`src/logic/din_cond_consts.vh`:
```
// constants for the digital input conditioner
// assumes a 25 MHz aclk and an AXI4-Lite register bus
`ifndef DIN_COND_CONSTS_VH
`define DIN_COND_CONSTS_VH

// clock and timing
`define CLK_HZ 25000000
`define TICK_MS 1
`define TICK_CYCLES ((`CLK_HZ / 1000) * `TICK_MS)
`define DEB_MIN_MS 7'd1
`define DEB_MAX_MS 7'd100
`define DEB_RESET_MS 7'd10

// input count: two standard plus up to twelve optional
`define NUM_INPUTS 14

// register byte offsets
`define REG_CTRL 8'h00
`define REG_INPOL 8'h04
`define REG_PULPOL 8'h08
`define REG_MODE 8'h0c
`define REG_STATE 8'h10
`define REG_EVSTAT 8'h14
`define REG_EVCLR 8'h18
`define REG_EVEN 8'h1c
`define REG_OPTION 8'h20

// control register fields
`define CTRL_DEB_LSB 0
`define CTRL_DEB_MSB 6

// option build: 0 none, 1 four, 2 eight, 3 twelve
`define OPT_RESET 2'd0

`endif

```
`src/logic/digital_input_pulse_conditioner.v`:
```
// digital input conditioner: sync, debounce, polarity, edge events
// assumes raw contact inputs asynchronous to aclk and an AXI4-Lite master
//
// Overview of operation
// - two standard inputs plus optional four, eight or twelve, all identical
// - each input gives status-change events and count pulses downstream
// - normal input polarity: closed contact is closed; inverting flips it
// - pulse mode: one event per pulse on the edge chosen by polarity
// - transition-pulse mode: an event on every leading and trailing edge
// - normal pulse polarity counts open-to-closed; inverting counts closed-to-open
// - transition-pulse mode ignores pulse polarity
// - new state accepted after stable for debounce time, 1 to 100 ms, default 10
// - one debounce time shared by every input
`timescale 1ns/1ps
`default_nettype none
`include "din_cond_consts.vh"

module digital_input_pulse_conditioner (
    input wire aclk,
    input wire aresetn,
    input wire [13:0] contact_in,
    input wire [31:0] s_axi_awaddr,
    input wire s_axi_awvalid,
    output reg s_axi_awready,
    input wire [31:0] s_axi_wdata,
    input wire [3:0] s_axi_wstrb,
    input wire s_axi_wvalid,
    output reg s_axi_wready,
    output reg [1:0] s_axi_bresp,
    output reg s_axi_bvalid,
    input wire s_axi_bready,
    input wire [31:0] s_axi_araddr,
    input wire s_axi_arvalid,
    output reg s_axi_arready,
    output reg [31:0] s_axi_rdata,
    output reg [1:0] s_axi_rresp,
    output reg s_axi_rvalid,
    input wire s_axi_rready,
    output reg [13:0] input_state,
    output reg [13:0] status_event,
    output reg [13:0] count_pulse,
    output reg irq
);

    localparam N = `NUM_INPUTS;

    // active inputs mask for the option build
    function [13:0] active_mask;
        input [1:0] opt;
        begin
            case (opt)
                2'd1: active_mask = 14'h003f;
                2'd2: active_mask = 14'h03ff;
                2'd3: active_mask = 14'h3fff;
                default: active_mask = 14'h0003;
            endcase
        end
    endfunction

    // clamp a debounce setting into 1..100 ms
    function [6:0] clamp_deb;
        input [6:0] v;
        begin
            if (v < `DEB_MIN_MS)
                clamp_deb = `DEB_MIN_MS;
            else if (v > `DEB_MAX_MS)
                clamp_deb = `DEB_MAX_MS;
            else
                clamp_deb = v;
        end
    endfunction

    // counted edge of one input from its mode and pulse polarity
    function count_select;
        input trans;
        input inv;
        input up;
        input down;
        begin
            if (trans)
                count_select = up | down;
            else if (inv)
                count_select = down;
            else
                count_select = up;
        end
    endfunction

    reg [6:0] deb_ms;
    reg [13:0] in_pol;
    reg [13:0] pulse_pol;
    reg [13:0] transition_pulse_mode;
    reg [1:0] option;
    reg [13:0] ev_enable;
    reg [13:0] ev_status;
    reg [13:0] sync1;
    reg [13:0] sync2;
    reg [13:0] accepted;
    reg [6:0] deb_cnt [0:13];
    reg [14:0] tick_div;
    reg tick;
    reg [13:0] next_accepted;
    reg [13:0] rise;
    reg [13:0] fall;
    reg [13:0] ev_now;
    reg [13:0] cnt_now;
    reg [13:0] mask;
    reg [31:0] wdat;
    reg [7:0] waddr;
    reg aw_held;
    reg w_held;
    reg [13:0] clr_req;
    reg [13:0] next_ev_status;
    integer i;
    integer j;

    // millisecond tick enable from the clock divider
    always @(posedge aclk) begin
        if (!aresetn) begin
            tick_div <= 15'h0000;
            tick <= 1'b0;
        end else if (tick_div == (`TICK_CYCLES - 1)) begin
            tick_div <= 15'h0000;
            tick <= 1'b1;
        end else begin
            tick_div <= tick_div + 15'h0001;
            tick <= 1'b0;
        end
    end

    // two-flop synchroniser per raw contact
    always @(posedge aclk) begin
        if (!aresetn) begin
            sync1 <= 14'h0000;
            sync2 <= 14'h0000;
        end else begin
            sync1 <= contact_in;
            sync2 <= sync1;
        end
    end

    // per-input debounce, shared time setting, inputs beyond the build held open
    always @(posedge aclk) begin
        if (!aresetn) begin
            for (j = 0; j < N; j = j + 1)
                deb_cnt[j] <= 7'h00;
        end else begin
            for (j = 0; j < N; j = j + 1) begin
                if (sync2[j] == accepted[j] || !mask[j])
                    deb_cnt[j] <= 7'h00;
                else if (tick)
                    deb_cnt[j] <= deb_cnt[j] + 7'h01;
            end
        end
    end

    // inputs present in the option build
    always @* begin
        mask = active_mask(option);
    end

    // acceptance and edge detection in the contact domain
    always @* begin
        next_accepted = accepted;
        for (i = 0; i < N; i = i + 1) begin
            // one shared debounce time; the first tick is partial, so a full time has passed here
            if (mask[i] && sync2[i] != accepted[i] && tick && deb_cnt[i] >= deb_ms)
                next_accepted[i] = sync2[i];
        end
        rise = next_accepted & ~accepted; // open-to-closed
        fall = accepted & ~next_accepted; // closed-to-open
        // status change event on either accepted edge, input polarity not applied
        ev_now = rise | fall;
        for (i = 0; i < N; i = i + 1)
            cnt_now[i] = count_select(transition_pulse_mode[i], pulse_pol[i], rise[i], fall[i]);
    end

    // accepted state and event outputs
    always @(posedge aclk) begin
        if (!aresetn) begin
            accepted <= 14'h0000;
            input_state <= 14'h0000;
            status_event <= 14'h0000;
            count_pulse <= 14'h0000;
        end else begin
            accepted <= next_accepted;
            input_state <= (next_accepted ^ in_pol) & mask;
            status_event <= ev_now;
            count_pulse <= cnt_now;
        end
    end

    // next sticky status: a new event wins over a clear in the same cycle
    always @* begin
        next_ev_status = (ev_status & ~clr_req) | ev_now;
    end

    // sticky event status register
    always @(posedge aclk) begin
        if (!aresetn) begin
            ev_status <= 14'h0000;
        end else begin
            ev_status <= next_ev_status;
        end
    end

    // level interrupt, high while an enabled status bit is set
    always @(posedge aclk) begin
        if (!aresetn) begin
            irq <= 1'b0;
        end else begin
            irq <= |(next_ev_status & ev_enable);
        end
    end

    // write path: address and data taken in either order
    always @(posedge aclk) begin
        if (!aresetn) begin
            s_axi_awready <= 1'b1;
            s_axi_wready <= 1'b1;
            s_axi_bvalid <= 1'b0;
            s_axi_bresp <= 2'b00;
            aw_held <= 1'b0;
            w_held <= 1'b0;
            waddr <= 8'h00;
            wdat <= 32'h00000000;
            deb_ms <= `DEB_RESET_MS;
            in_pol <= 14'h0000;
            pulse_pol <= 14'h0000;
            transition_pulse_mode <= 14'h0000;
            option <= `OPT_RESET;
            ev_enable <= 14'h0000;
            clr_req <= 14'h0000;
        end else begin
            clr_req <= 14'h0000;
            if (s_axi_awvalid && s_axi_awready) begin
                waddr <= s_axi_awaddr[7:0];
                aw_held <= 1'b1;
                s_axi_awready <= 1'b0;
            end
            if (s_axi_wvalid && s_axi_wready) begin
                wdat <= s_axi_wdata;
                w_held <= 1'b1;
                s_axi_wready <= 1'b0;
            end
            if (aw_held && w_held && !s_axi_bvalid) begin
                s_axi_bvalid <= 1'b1;
                s_axi_bresp <= 2'b00;
                case (waddr)
                    `REG_CTRL: deb_ms <= clamp_deb(wdat[`CTRL_DEB_MSB:`CTRL_DEB_LSB]);
                    `REG_INPOL: in_pol <= wdat[13:0];
                    `REG_PULPOL: pulse_pol <= wdat[13:0];
                    `REG_MODE: transition_pulse_mode <= wdat[13:0];
                    `REG_EVCLR: clr_req <= wdat[13:0];
                    `REG_EVEN: ev_enable <= wdat[13:0];
                    `REG_OPTION: option <= wdat[1:0];
                    `REG_STATE, `REG_EVSTAT: s_axi_bresp <= 2'b00;
                    default: s_axi_bresp <= 2'b10;
                endcase
            end
            if (s_axi_bvalid && s_axi_bready) begin
                s_axi_bvalid <= 1'b0;
                aw_held <= 1'b0;
                w_held <= 1'b0;
                s_axi_awready <= 1'b1;
                s_axi_wready <= 1'b1;
            end
        end
    end

    // read path: one read at a time, answer one cycle after the address
    always @(posedge aclk) begin
        if (!aresetn) begin
            s_axi_arready <= 1'b1;
            s_axi_rvalid <= 1'b0;
            s_axi_rdata <= 32'h00000000;
            s_axi_rresp <= 2'b00;
        end else if (s_axi_arvalid && s_axi_arready) begin
            s_axi_arready <= 1'b0;
            s_axi_rvalid <= 1'b1;
            s_axi_rresp <= 2'b00;
            case (s_axi_araddr[7:0])
                `REG_CTRL: s_axi_rdata <= {25'h0000000, deb_ms};
                `REG_INPOL: s_axi_rdata <= {18'h00000, in_pol};
                `REG_PULPOL: s_axi_rdata <= {18'h00000, pulse_pol};
                `REG_MODE: s_axi_rdata <= {18'h00000, transition_pulse_mode};
                `REG_STATE: s_axi_rdata <= {18'h00000, input_state};
                `REG_EVSTAT: s_axi_rdata <= {18'h00000, ev_status};
                `REG_EVCLR: s_axi_rdata <= 32'h00000000;
                `REG_EVEN: s_axi_rdata <= {18'h00000, ev_enable};
                `REG_OPTION: s_axi_rdata <= {30'h00000000, option};
                default: begin
                    s_axi_rdata <= 32'h00000000;
                    s_axi_rresp <= 2'b10;
                end
            endcase
        end else if (s_axi_rvalid && s_axi_rready) begin
            s_axi_rvalid <= 1'b0;
            s_axi_arready <= 1'b1;
        end
    end

endmodule

`default_nettype wire

```
`config.mk`:
```
export PLATFORM = sky130hd
export DESIGN_NAME = digital_input_pulse_conditioner
export DESIGN_NICKNAME = d
export VERILOG_FILES = /design/src/logic/digital_input_pulse_conditioner.v
export VERILOG_INCLUDE_DIRS = /design/src /design/src/logic
export SDC_FILE = /design/constraint.sdc
export NUM_CORES = 1
export LEC_CHECK = 0
export BUFFER_PORTS_ARGS = -buffer_cell sky130_fd_sc_hd__buf_2
export CORE_ASPECT_RATIO = 1.1
export CORE_MARGIN = 1.5
export CORE_UTILIZATION = 44
export DETAILED_ROUTE_END_ITERATION = 10
export GPL_TIMING_DRIVEN = 0
export PLACE_DENSITY = 0.71
export RECOVER_POWER = 25
export SKIP_CTS_REPAIR_TIMING = 1
export SYNTH_ARGS = -nofsm -noshare
export SYNTH_HDL_FRONTEND = slang
export SYNTH_SLANG_ARGS = --single-unit
```
`constraint.sdc`:
```
create_clock -name aclk -period 3.3 [get_ports aclk]
set_input_delay 0.66 -clock aclk [delete_from_list [all_inputs] [get_ports aclk]]
set_output_delay 0.66 -clock aclk [all_outputs]
set_load 0.05 [all_outputs]
```
# ---- Yosys cells after proc, flatten, opt, wreduce, memory -nomap -nowiden
# Memories as Yosys holds them, arrays and structs flattened.
# Cells that the tools add are included.
dict set report op_classes {
  order_cmp 16
  addsub 15
  n_eq_ne 48
  n_reduce_logical 93
  n_mux 167
  bitwise_logic 54
}
# op count
set ops {}
lappend ops {{7-bit two-way mux} 30}
lappend ops {{1-bit two-way mux} 133}
lappend ops {{14-bit one-hot mux with 8 select lines} 1}
lappend ops {{7-bit by 1-bit adder with 7-bit output, second input constant} 14}
lappend ops {{7-bit >= comparator} 14}
lappend ops {{14-bit AND} 5}
lappend ops {{8-bit by 5-bit == test with 1-bit output, second input constant} 8}
lappend ops {{1-bit logical AND} 49}
lappend ops {{14-bit inverter} 3}
lappend ops {{1-bit bitwise OR} 42}
lappend ops {{14-bit one-hot mux with 3 select lines} 1}
lappend ops {{8-bit by 4-bit == test with 1-bit output, second input constant} 4}
lappend ops {{14-bit bitwise OR} 2}
lappend ops {{9-bit OR reduction} 2}
lappend ops {{8-bit by 3-bit == test with 1-bit output, second input constant} 2}
lappend ops {{8-bit by 6-bit == test with 1-bit output, second input constant} 2}
lappend ops {{8-bit logical NOT} 2}
lappend ops {{15-bit by 1-bit adder with 15-bit output, second input constant} 1}
lappend ops {{15-bit == test, second input constant} 1}
lappend ops {{1-bit logical NOT} 15}
lappend ops {{1-bit == test} 14}
lappend ops {{1-bit logical OR} 14}
lappend ops {{1-bit inequality test} 14}
lappend ops {{14-bit OR reduction} 1}
lappend ops {{other kinds (11)} 19}
dict set report word_totals {
  output_inout_bits 84
  register_bits 259
  inputBits 121
  ramBits 98
  memories 1
}
# name words word_bits rd rd_ports_with_merged_regs write_ports line
set memory_table {}
lappend memory_table {deb_cnt 14 7 14 0 14 digital_input_pulse_conditioner.v:99} ;# reg [6:0] deb_cnt [0:13];

# ---- Logic depth before layout (Yosys ltp)
# Gate-level depths: netlist of run 1.
dict set report depth {
  depth_word 12
  depth_mapped 12
}

# ---- Least setup slack after synthesis of run 1
# Ideal clock, no wire load.
dict set report synth_path {
  path_kind {register -> register}
  from {register deb_ms[0]}
  to {register irq}
  stages_incl_launch_ff 12
  period_less_slack_ns 2.921
  arrival_ns 2.780
  setup_time_ns 0.141
  t_required_ns 3.159
  setup_slack_ns 0.379
  cell_sequence {dfxtp_1 -> ha_1 -> nand2b_1 -> a2111oi_0 -> o22ai_1 -> mux2i_1 -> inv_1 -> ha_1 -> o21ai_0 -> a22o_1 -> a221oi_1 -> a41oi_1}
}
dict set report synth_between {
  elab_chain_cells 9
  word_cells_on_any_way 49
  cone_classes {order compare: 14; mux: 14; bitwise: 6; reduce/logical: 15}
}
# element line
set synth_rtl {}
lappend synth_rtl {{start, declared} digital_input_pulse_conditioner.v:89} ;# reg [6:0] deb_ms;
lappend synth_rtl {{start signal, assigned} digital_input_pulse_conditioner.v:227} ;# deb_ms <= `DEB_RESET_MS;
lappend synth_rtl {{start signal, assigned} digital_input_pulse_conditioner.v:250} ;# `REG_CTRL: deb_ms <= clamp_deb(wdat[`CTRL_DEB_MSB:`CTRL_DEB_LSB]);
lappend synth_rtl {{7-bit >= comparator (*)} digital_input_pulse_conditioner.v:167} ;# if (mask[i] && sync2[i] != accepted[i] && tick && deb_cnt[i] >= deb_ms)
lappend synth_rtl {{1-bit logical AND (*)} digital_input_pulse_conditioner.v:167}
lappend synth_rtl {{1-bit two-way mux (*)} digital_input_pulse_conditioner.v:167}
lappend synth_rtl {{named net next_accepted[0]} digital_input_pulse_conditioner.v:102} ;# reg [13:0] next_accepted;
lappend synth_rtl {{14-bit inverter} digital_input_pulse_conditioner.v:171} ;# fall = accepted & ~next_accepted;
lappend synth_rtl {{14-bit AND} digital_input_pulse_conditioner.v:171}
lappend synth_rtl {{14-bit bitwise OR (*)} digital_input_pulse_conditioner.v:173} ;# ev_now = rise | fall;
lappend synth_rtl {{14-bit bitwise OR (*)} digital_input_pulse_conditioner.v:195} ;# next_ev_status = (ev_status & ~clr_req) | ev_now;
lappend synth_rtl {{14-bit AND (*)} digital_input_pulse_conditioner.v:212} ;# irq <= |(next_ev_status & ev_enable);
lappend synth_rtl {{14-bit OR reduction (*)} digital_input_pulse_conditioner.v:212}
lappend synth_rtl {{end signal, assigned} digital_input_pulse_conditioner.v:212}
lappend synth_rtl {{end, declared} digital_input_pulse_conditioner.v:42} ;# output reg irq
# Mark *: on every way through the listed nets, which the timed path passes. The rest lies on a longest branch.
# A chain may end at the register's enable or synchronous reset.

# ---- Worst setup path in the final report of run 1
dict set report layout_path {
  from {register deb_ms[2]}
  to {register irq}
}
# Same word-level chain as after synthesis.

==> results of run 1 <==
[through the flow]
step,setup TNS (ns),setup WS (ns),std cells
2_1_floorplan,0,0.3793,1764
5_1_grt,-0.07631,-0.07631,2471
4_1_cts,-3.785,-0.8979,2444
3_3_place_gp,-5.180,-0.8549,2376
3_5_place_dp,-8.173,-0.8582,2376
6_report,0,0.001658,2472
[layout make-up]
cell class | count | area [sq um] | share of cell area
diodes | 1 | 2.502 | 0.0001266
flip-flops and latches | 337 | 7741 | 0.3918
clock inverters | 13 | 73.82 | 0.003736
repair buffers | 141 | 795.8 | 0.04027
plain buffers | 80 | 425.4 | 0.02153
multi-input cells | 1261 | 8702 | 0.4404
clock buffers | 55 | 1056 | 0.05344
inverters | 84 | 337.8 | 0.01710
well taps | 500 | 625.6 | 0.03166
[state kept, by name, indices dropped and copies added (netlist names), 2 cells and up]
signal,count
active_mask.opt,2
sync2,14
in_pol,14
status_event,14
pulse_pol,14
input_state,14
ev_enable,14
tick_div,15
clr_req,14
deb_cnt,98
waddr,8
accepted,14
transition_pulse_mode,14
deb_ms,7
s_axi_rdata,14
wdat,14
ev_status,14
count_pulse,14
sync1,14
[cell usage after synthesis (8+ instances only)]
master,count,area (sq um)
a211oi_1,30,225.2
a21o_1,8,60.06
a21oi_1,86,430.4
a22oi_1,8,60.06
and2_1,45,281.5
and3_1,55,344.1
buf_4,20,150.1
clkbuf_1,49,183.9
dfxtp_1,239,4785
edfxtp_1,98,2943
ha_1,139,1739
inv_1,84,315.3
mux2i_1,62,620.6
mux4_2,12,270.3
nand2_1,150,563.0
nand2b_1,20,125.1
nand3_1,60,300.3
nand3b_1,13,97.59
nor2_1,218,818.3
nor2b_1,25,156.4
nor3_1,22,110.1
o21a_1,8,60.06
o21ai_0,59,295.3
xnor2_1,43,376.6
xor2_1,54,473.0
[critical path: cells and delay by family (launching register included)]
kind | cells | cell delay, ns
buffers and inverters | 3 | 0.46
flip-flops | 1 | 0.41
AO/OA/AOI/OAI | 7 | 1.67
adder cells (fa/ha/maj) | 2 | 0.55
[layout by cell type (no fill, tap or decap), types with 8 or more instances in the layout]
cell / count
dfxtp_1: 232
clkbuf_1: 126
xor2_1: 54
a21o_1: 8
buf_2: 48
inv_1: 78
ha_1: 136
nor3_1: 22
mux4_2: 12
xnor2_1: 43
nor2_1: 218
nand3_1: 59
mux2i_1: 60
nor2b_1: 25
buf_4: 41
a211oi_1: 30
edfxtp_1: 98
buf_12: 8
a21oi_1: 86
clkbuf_16: 39
conb_1: 20
and3_1: 55
o21ai_0: 58
nand2b_1: 20
o21a_1: 8
clkinv_2: 9
and2_1: 38
a22oi_1: 8
nand3b_1: 13
nand2_1: 150
[how the worst max path moves through the flow]
stage          startpoint  endpoint  slack [ns]  depth (start not counted)
4_1_cts         deb_ms[0]       irq       -0.90                         10
3_5_place_dp    deb_ms[0]       irq       -0.86                         10
2_1_floorplan   deb_ms[0]       irq        0.38                         11
5_1_grt         deb_ms[1]       irq       -0.08                         12
3_3_place_gp    deb_ms[0]       irq       -0.85                         10
6_report        deb_ms[2]       irq       0.002                         12
[power groups by stage]
| stage | clock network, mW | registers [mW] | logic (mW) |
|---|---|---|---|
| final | 3.94 | 4.44 | 0.957 |
| after global routing | 4.14 | 4.45 | 1.03 |
| after CTS | 3.97 | 4.44 | 0.916 |
| after detailed placement | 0 | 4.53 | 0.911 |
| after global placement | 0 | 4.53 | 0.891 |
| after floorplan | 0 | 4.65 | 0.511 |
[cells by family (layout without fill, tap and decap cells)]
logic type	after synthesis	count (layout)	synth area share
AND/OR/NAND/NOR	645	645	0.1849
flip-flops	337	337	0.4547
AO/OA/AOI/OAI	283	283	0.1094
buffers and inverters	166	373	0.04410
adder cells (fa/ha/maj)	139	139	0.1023
XOR/XNOR	97	97	0.04999
multiplexers	77	77	0.05441
other	1	21	0.0002207
[routing by layer]
metal  routed length, microns  global-route usage  vias to the layer above
li1                         -                   -                     6515
met1                    19950              0.2990                     6552
met2                    22110              0.3871                      578
met3                     3969             0.05055                      164
met4                     2538              0.1311                        4
met5                       30                   0                        -
==> results, run 1 <==
- The maximum level of the CTS H-tree is 2.
- The sink of the worst hold path is sync1[0].
- The setup path with the least slack is of type reg -> reg.
- Entering global routing, the biggest net connects 17 pins.
- The total detailed-routing wirelength is 48590 microns.
- The worst stage delay on the critical path is between 0.4 and 0.5 ns.
- Of the cells placed in the final design, the portion with a size suffix greater than 1 is 0.1111.
- The floorplan step defined a die boundary enclosing ~40000 sq um.
- Of the total power, registers draw 0.476.
- The first TritonRoute pass finished after 5 iterations.
- The number of distinct library cells after synthesis is between 60 and 70.
- During I/O placement, the number of pins put on the boundary was approximately 210.
- The flip-flop and latch count after synthesis is ~340.
- From bottom edge to top edge, the die measures 209.1 microns.
- The number of rows in the core area is 75.
- For this run the aggregate overflow at the end of global routing stands at 0.
- Derived from the worst setup path, the maximum achievable clock frequency is roughly 0.30 GHz.
- The maximum buffer depth of the clock tree is 3.
- The initial antenna violation count is 3.
- The final hold violation count is 0.
- The number of buffer cells added on primary ports is ~110.
- The signal arrival time at the worst endpoint is around 3.6 ns.
- After detailed placement, the total cell area comes to around 18000 sq um.
- The internal power of the cells totals 6.895 mW.
- The startpoint identified for the worst hold timing path is contact_in[0].
- The async set or reset register ratio after synthesis is 0.
- The clock period minus final worst setup slack is around 3.3 ns.
- In the final routed layout, each cell accounts on average for 19.66 microns.
- The start of the worst register-to-register path is deb_ms[2].
- Detailed placement finished with a half-perimeter wire length of about 34000 microns.
- The area of the mapped netlist is approximately 17000 sq um.
- The normalized max-slew margin is 0.2626.
- The filler cells instantiated in the layout total around 3500.
- The worst hold path passes through 2 cells.
- The critical-path cell with the highest stage delay is dfxtp_2.
- The horizontal die dimension is around 190 microns.
- The register area share after synthesis is 0.4547.
- The final design instance area without fill is between 15000 and 20000 sq um.
- The leakage dissipation is 8.097 nW.
- The routed layout has 13813 vias.
- In this run the critical register-to-register path is captured at irq.
- STA classifies the critical path endpoint as a flip-flop.
- The overall track demand over capacity in global routing is 0.2400.
- Final hold analysis gives a worst-case slack of between 0.3 and 0.4 ns.
- Using the TritonRoute via totals, the vias-per-cell ratio works out to between 5 and 6.
- The number of global-route vias before repair is 13425.
- The effective utilization at floorplan is 0.4461.
- The clock insertion delay at the later pin of the skew report is ~0.54 ns.
- The setup clock skew after layout is about 0.021 ns.
- The register-to-register path setup slack is 0.002 ns.
- For the worst setup path, the data required time is around 3.6 ns.
- The flow ran to the end, and the final reports show no timing, DRC or antenna violations.
- The CTS clock-pin slew for the worst setup and hold paths is approximately 0.06 ns.
- The share of the clock period used by the worst path is 0.9995.
- After synthesis, the mean cell area works out to between 9 and 10 sq um.
- The primary flip-flop cell chosen by synthesis mapping is dfxtp_1.
- The remaining design rule violation count is 0.
- For the pin with the worst max-slew slack, the measured transition is roughly 1.1 ns.
- The first-pass GRT wire length is roughly 74000 microns.
- The net count reported at finish is between 2000 and 2500.
- The depth of the worst register-to-register path is 12.
- The master cell of the clock root buffer is clkbuf_16.
- The clock sink count is roughly 340.
- The power spent charging and discharging nets is between 2 and 2.5 mW.
- TritonCTS built the clock tree.
- The number of pins exceeding their max-slew limit in the final report came to 0.
- The number of enable flip-flop cells after synthesis is 98.
- Of the total power, the share spent switching nets is 0.2618.
- The worst supply voltage drop on vdd is ~340 uV.
- The congestion estimate from routability-driven global placement came to approximately 0.95.
- Counting the buffers created by CTS gives 37.
- The power share of the combinational group is 0.102.
- The most numerous cell type found on the critical path is ha_1.
- The max-capacitance violation count is 0.
- The power density normalized to cell area is about 470 nW/um^2.
- Of the total power, the clock network draws 0.422.
- In this run, the number of DRC markers left after iteration 0 of detailed routing was approximately 1200.
- The count of warnings emitted by yosys is 0.
- The number of antenna-violating nets in the routed design is 0.
- The total chip power is 9.341 mW.
- The setup-violating endpoint count in the final report is 0.
- The share of the core filled with cells is 0.5187.
- The critical-path maximum fanout is 11.
- The worst setup path is launched from a flip-flop.
- Synthesis produced a netlist whose cell count is 1745.
- The area inside the core boundary is approximately 38000 sq um.
- In this run the worst hold path is classified as in -> reg.
- Walking the worst path, the cells encountered are clkinvlp_4 -> buf_12 -> buf_4 -> ha_1 -> a2111o_1 -> a21o_1 -> a211o_1 -> ha_1 -> o21ai_1 -> a22o_1 -> a221oi_2 -> a41oi_2.
- The signed area change from the synthesized netlist to the final layout is 16.27%.
Power figures use the tool's default switching activity.
==> run 2: changes to the inputs <==
CTS_BUF_LIST = sky130_fd_sc_hd__clkbuf_8   (was unset)
==> run 2 against run 1 <==
  * Clock skew rose by 0.0092 ns
  * Worst hold slack got worse by 0.081 ns
  * Utilization fell by 0.11 points
  * Die area did not move
  * Power fell by 3.6%
  * Largest power group unchanged
  * Cell count rose by 1.3%
==> results, run 2 (synthesized netlist as in run 1, its figures left out) <==
- The run finished with clean final reports.
- The worst setup path is launched from a flip-flop.
- The share of the clock period used by the worst path is 0.9939.
- The top cell types in the final layout, fill and taps aside, are 232 x dfxtp_1, 218 x nor2_1, 150 x nand2_1.
- The worst stage delay on the critical path is 0.41 ns.
- In the final layout, the registers with the most flip-flops are deb_cnt: 98 flops, tick_div: 15 flops.
- After clock tree synthesis, the clock-pin slew on the worst setup and hold paths is about 0.07 ns.
- Of all nets on the critical path, the largest fanout is 11.
- The number of rows in the core area is 75.
- The depth of the worst register-to-register path is 12.
- The vertical extent of the die is ~210 microns.
- The share of layout cells above drive strength 1 is 0.1194.
- The final worst-path setup slack is roughly 0.02 ns.
- The area enclosed by the die boundary is approximately 40000 sq um.
- Entering global routing, the biggest net connects 17 pins.
- The net count reported at finish is about 2200.
- The critical-path cell with the highest stage delay is dfxtp_2.
- In this run the number of H-tree levels came out at 2.
- The number of pins exceeding their max-slew limit in the final report is 0.
- The number of buffers created by CTS is 54.
- The first detailed-routing pass took 7 iterations.
- Compared with the post-synthesis result, the final layout area differs by 16.01%.
- The depth of the critical timing path with buffers and inverters included is 12.
- During I/O placement, the number of pins put on the boundary was between 200 and 250.
- The number of buffer cells added on primary ports is around 110.
- The count of buffer and inverter cells on the critical path is 3.
- The leakage dissipation is 8.163 nW.
- The first routing iteration left ~1100 violations.
- The sum of overflow across all layers after global routing is 0.
- The area inside the core boundary is approximately 38000 sq um.
- The post-detailed-placement half-perimeter wirelength is 33960 microns.
- The max-capacitance violation count is 0.
- The first-pass GRT wire length is around 74000 microns.
- The setup-violating endpoint count in the final report is 0.
- The library cell used most frequently in the layout, excluding fill and tap cells, is dfxtp_1.
- For the finished layout, the period the worst path requires is approximately 3.3 ns.
- The normalized max-slew margin is 0.2795.
- Walking the worst path, the cells encountered are clkinvlp_4 -> buf_12 -> buf_4 -> ha_1 -> a2111o_1 -> a21o_1 -> a211o_1 -> ha_1 -> o21ai_1 -> a22o_1 -> a221oi_2 -> a41oi_2.
- The measured slew at the worst slew-check pin is ~1.1 ns.
- The worst min-delay path class is in -> reg.
- Timing would allow up to just over 0.3 GHz.
- The number of inserted filler cells in the final layout is ~3500.
- The type of the worst setup path is reg -> reg.
- The master cell of the clock root buffer is clkbuf_8.
- The number of flip-flops in the largest register is between 90 and 100.
- At the worst endpoint, the arrival time is about 3.7 ns.
- The initial antenna violation count is 3.
- The worst supply voltage drop on vdd is between 200 and 300 uV.
- The worst setup path is captured at a flip-flop.
- The clock passes through at most 3 buffers.
- Hold is met by 0.2468 ns.
- The number of antenna-violating nets in the routed design is 0.
- The total detailed-routing wirelength is between 40000 and 50000 microns.
- In this run the power density over the cells is 456.9 nW/um^2.
- Data on the critical path is required at its endpoint by roughly 3.7 ns.
- CTS saw around 340 sinks.
- Counting instances, the worst hold path has a depth of 2.
- Between clock sinks in the finished design, the worst skew comes to about 0.031 ns.
- Measured along the x axis, the die boundary spans about 190 microns.
- The congestion estimate from routability-driven global placement came to approximately 0.95.
- Dividing the detail-routed wire length by the instance count gives a little under 20 microns.
- The final hold violation count is 0.
- The worst-case setup slack after placement is -0.8582 ns.
- The gate family responsible for the most delay along the worst path is compound AO/OA/AOI/OAI gates.
- The CTS tree is built.
- The most frequent cell on the critical path is ha_1.
- The initial utilization of the core area, before any placement, comes to 0.4461.
- For this block, the via count after detailed routing is about 14000.
- For this run, the share of the core covered by cells in the final layout is 0.5175.
- The register with the most flip-flops in the final layout is deb_cnt.
- The per-cell via count in the routed design is 5.566.
- The number of global-route vias before repair is approximately 14000.
- For this run, design rule violations remaining after detail routing come to 0.
- For this run, the total global-route usage over all layers was measured as 0.2397.
- For the worst-skew pair, the clock arrives at the later sink with an insertion delay of approximately 0.62 ns.
-- run 2: cell types whose count changed in the layout (fill, tap and decap cells not counted), sizes merged --
| cell | previous run | this run |
|---|---|---|
| clkinv | 9 | 12 |
| bufinv | 0 | 3 |
| buf | 106 | 108 |
| clkinvlp | 7 | 9 |
| clkbuf | 170 | 172 |
| inv | 81 | 100 |
-- run 2: layer usage --
metal	up-vias	part of all wire	GRT usage
li1	6548	-	-
met1	6586	0.41	0.2986
met2	638	0.46	0.3866
met3	155	0.082	0.05072
met4	4	0.052	0.1301
met5	-	0.00047	0
-- run 2: power breakdown --
group          switching [mW]  internal (mW)
Sequential             0.0877           4.36
Combinational           0.648          0.306
Clock                    1.70           1.90
Total                    2.44           6.57
-- run 2: cell type report --
class                           instances  area [sq um]  share of cell area
Multi-Input combinational cell       1261          8713              0.4419
Sequential cell                       337          7741              0.3926
Clock buffer                           60         825.8             0.04188
Timing Repair Buffer                  140         788.3             0.03998
Tap cell                              500         625.6             0.03173
Buffer                                 80         429.2             0.02177
Inverter                               84         337.8             0.01713
Clock inverter                         40         252.7             0.01282
Antenna cell                            1         2.502           0.0001269
-- run 2: per-stage QoR --
step	cell area (sq um)	total power [mW]	instances	TNS, ns
2_1_floorplan	17070	5.157	1764	0
3_3_place_gp	18250	5.419	2376	-5.180
3_5_place_dp	18250	5.445	2376	-8.173
4_1_cts	19330	9.007	2476	-4.106
5_1_grt	19710	9.333	2502	-0.05636
6_report	19720	9.009	2503	0
-- run 2: worst paths after layout --
| path | to | slack (ns) | start |
|---|---|---|---|
| hold / removal | sync1[13] | 0.25 | contact_in[13] |
| hold reg to reg | sync2[2] | 0.43 | sync1[2] |
| setup / recovery | irq | 0.02 | deb_ms[2] |
| setup reg to reg | irq | 0.02 | deb_ms[2] |
==> run 3: changes to the inputs <==
PLACE_DENSITY = unset   (was 0.71)
RECOVER_POWER = unset   (was 25)
SETUP_SLACK_MARGIN = 0.2   (was unset)
==> run 3 against run 2 <==
  * Power grew 2.1%
  * Sequential share of layout area decreased by 1.4 points
  * Non-clock buffer count is 23 higher
  * Critical endpoint unchanged
  * Largest power group unchanged
==> results, run 3 (synthesized netlist as in run 1, its figures left out) <==
- The run finished with clean final reports.
- The remaining design rule violation count is 0.
- After layout, the worst setup slack is 0.1551 ns.
- The capturing element type of the critical path is a flip-flop.
- The total area inside the core boundary comes to between 30000 and 40000 sq um.
- The largest net degree at the start of global routing is 17.
- The post-detailed-placement half-perimeter wirelength is between 30000 and 40000 microns.
- The area enclosed by the die boundary is 39810 sq um.
- The per-cell via count in the routed design is about 5.4.
- The signal arrival time at the worst endpoint is between 3 and 4 ns.
- The number of buffer cells added on primary ports is 112.
- Clock-pin slew was measured on the worst setup and hold paths at 0.06 ns.
- The nature of the critical path startpoint is a flip-flop.
- In this run the worst path has a maximum fanout of 7.
- After detailed placement, the design holds a cell count of 2376.
- The detail-routed net length per standard cell is approximately 20 microns.
- The sum of negative setup slack is 0 ns.
- Summed over all layers, the global routing overflow is 0.
- The share of the clock period used by the worst path is 0.9530.
- The final weighted congestion in routability-driven placement is 0.9109.
- The setup clock skew after layout is ~0.030 ns.
- For this design the ratio of total power to cell area is 450.0 nW/um^2.
- In this run, CTS created clock tree buffers numbering 57.
- For this block, the via count after detailed routing is 13691.
- Ranked by flip-flop count, first place goes to deb_cnt.
- The number of flip-flops in the largest register is 98.
- The overall track demand over capacity in global routing is 0.2478.
- The violation count after the first detailed-routing iteration is ~1000.
- The data required time of the critical path is about 3.8 ns.
- In this run the static leakage power is 8.672 nW.
- Of the cells placed in the final design, the portion with a size suffix greater than 1 is 0.1850.
- Counting instances, the worst hold path has a depth of 2.
- The first detailed-routing pass ran for 5 iterations.
- The number of antenna-violating nets in the routed design is 0.
- The maximum buffer depth of the clock tree is 3.
- For the pin with the worst max-slew slack, the measured transition is 1.215 ns.
- The floorplan has 75 rows.
- The number of pins exceeding their max-slew limit in the final report is 0.
- VDD sags by at most approximately 260 uV.
- The library cell used most frequently in the layout, excluding fill and tap cells, is dfxtp_1.
- In the final layout, the registers with the most flip-flops are deb_cnt: 98 flops, tick_div: 15 flops.
- Setup violations remaining at the end of the flow were counted as 0.
- The maximum clock rate is ~0.32 GHz.
- The critical path in this run is classified as reg -> reg.
- The final standard cell count with taps included and fillers excluded is 2529.
- The vertical extent of the die is ~210 microns.
- The normalized max-slew margin is 0.1901.
- The initial antenna violation count came to 7.
- The count of boundary I/O pins is between 200 and 250.
- The initial utilization of the core area, before any placement, comes to 0.4461.
- The tightest min-delay check is of the in -> reg type.
- The master cell of the clock root buffer is clkbuf_8.
- CTS built an H-tree with a depth of 2.
- The first global-routing pass estimated 74490 microns of wire.
- In this run the horizontal extent of the chip is between 150 and 200 microns.
- TritonCTS built the clock tree.
- Setup repair after global routing could not meet its margin everywhere.
- The clock period minus final worst setup slack is about 3.1 ns.
- The final hold violation count is 0.
- At the placement stage, the worst setup path has a slack of -1.088 ns.
- Across the run, the number of max-cap violations was 0.
- The total detailed-routing wirelength is between 50000 and 60000 microns.
- The depth of the worst register-to-register path is 12.
- The clock reaches the later pin of the worst-skew pair after 0.65 ns.
- The signed area change from the synthesized netlist to the final layout is 20.31%.
- The clock sink count is between 300 and 400.
- The number of inserted filler cells in the final layout is about 3600.
- The number of global-route vias before repair is 12904.
- In the layout the commonest cells are 232 x dfxtp_1, 218 x nor2_1, 150 x nand2_1.
- The net count reported at finish is 2244.
## run 3: cell count changes in the layout (fill, tap and decap cells not counted), moves of 5 or more
cell / change
clkbuf_1: -67
buf_2: +66
o21ai_0: -15
ha_1: -14
buf_4: +13
clkbuf_8: +13
ha_4: +13
o21ai_1: +12
and2_0: -7
and2_1: +6
clkinv_1: -6
a21oi_1: -5
## run 3: through the flow
step                      total power [mW]  area, sq um  utilization  hold WS (ns)
after floorplan                      5.157        17070            -        0.4119
after global placement               5.431        18250       0.4791        0.4156
after detailed placement             5.449        18250       0.4791        0.4190
after CTS                            9.128        19380       0.5086        0.2065
after global routing                 9.541        20440       0.5365        0.2138
final                                9.200        20450       0.5367        0.2313
## run 3: report_power, final
part / internal (mW) / switching [mW] / leakage (nW) / total [mW]
clock network: 1.97 / 1.74 / 0.664 / 3.71
logic: 0.372 / 0.674 / 4.86 / 1.05
registers: 4.36 / 0.0861 / 3.15 / 4.44
## run 3: worst paths after layout
kind / from / to / slack (ns)
min: s_axi_wvalid / s_axi_wready / 0.23
max reg2reg: deb_ms[1] / irq / 0.16
max: deb_ms[1] / irq / 0.16
min reg2reg: sync1[5] / sync2[5] / 0.43
## run 3: critical path: stages (launching register included)
cell and delay, ns:
dfxtp_2 0.36, clkinvlp_4 0.12, buf_12 0.17, buf_12 0.15, ha_4 0.25, a2111oi_4 0.41, or4b_4 0.25, nand3_4 0.09
ha_4 0.29, o21ai_0 0.10, a22o_1 0.27, a221oi_2 0.30, a41oi_2 0.21
## run 3: final cells by class
cell class | instances | area (sq um) | share of cell area
multi-input combinational | 1261 | 9079 | 0.4440
sequential | 337 | 7741 | 0.3786
timing repair buffer | 161 | 1089 | 0.05324
clock buffer | 73 | 1005 | 0.04914
tap | 500 | 625.6 | 0.03060
buffer | 82 | 442.9 | 0.02166
inverter | 84 | 337.8 | 0.01652
clock inverter | 29 | 121.4 | 0.005936
antenna | 2 | 5.005 | 0.0002448
## run 3: metal layers
layer | global-route usage | part of all wire
met1 | 0.3261 | 0.44
met3 | 0.05862 | 0.077
met2 | 0.3921 | 0.45
met4 | 0.09666 | 0.034
met5 | 0 | 0.0015
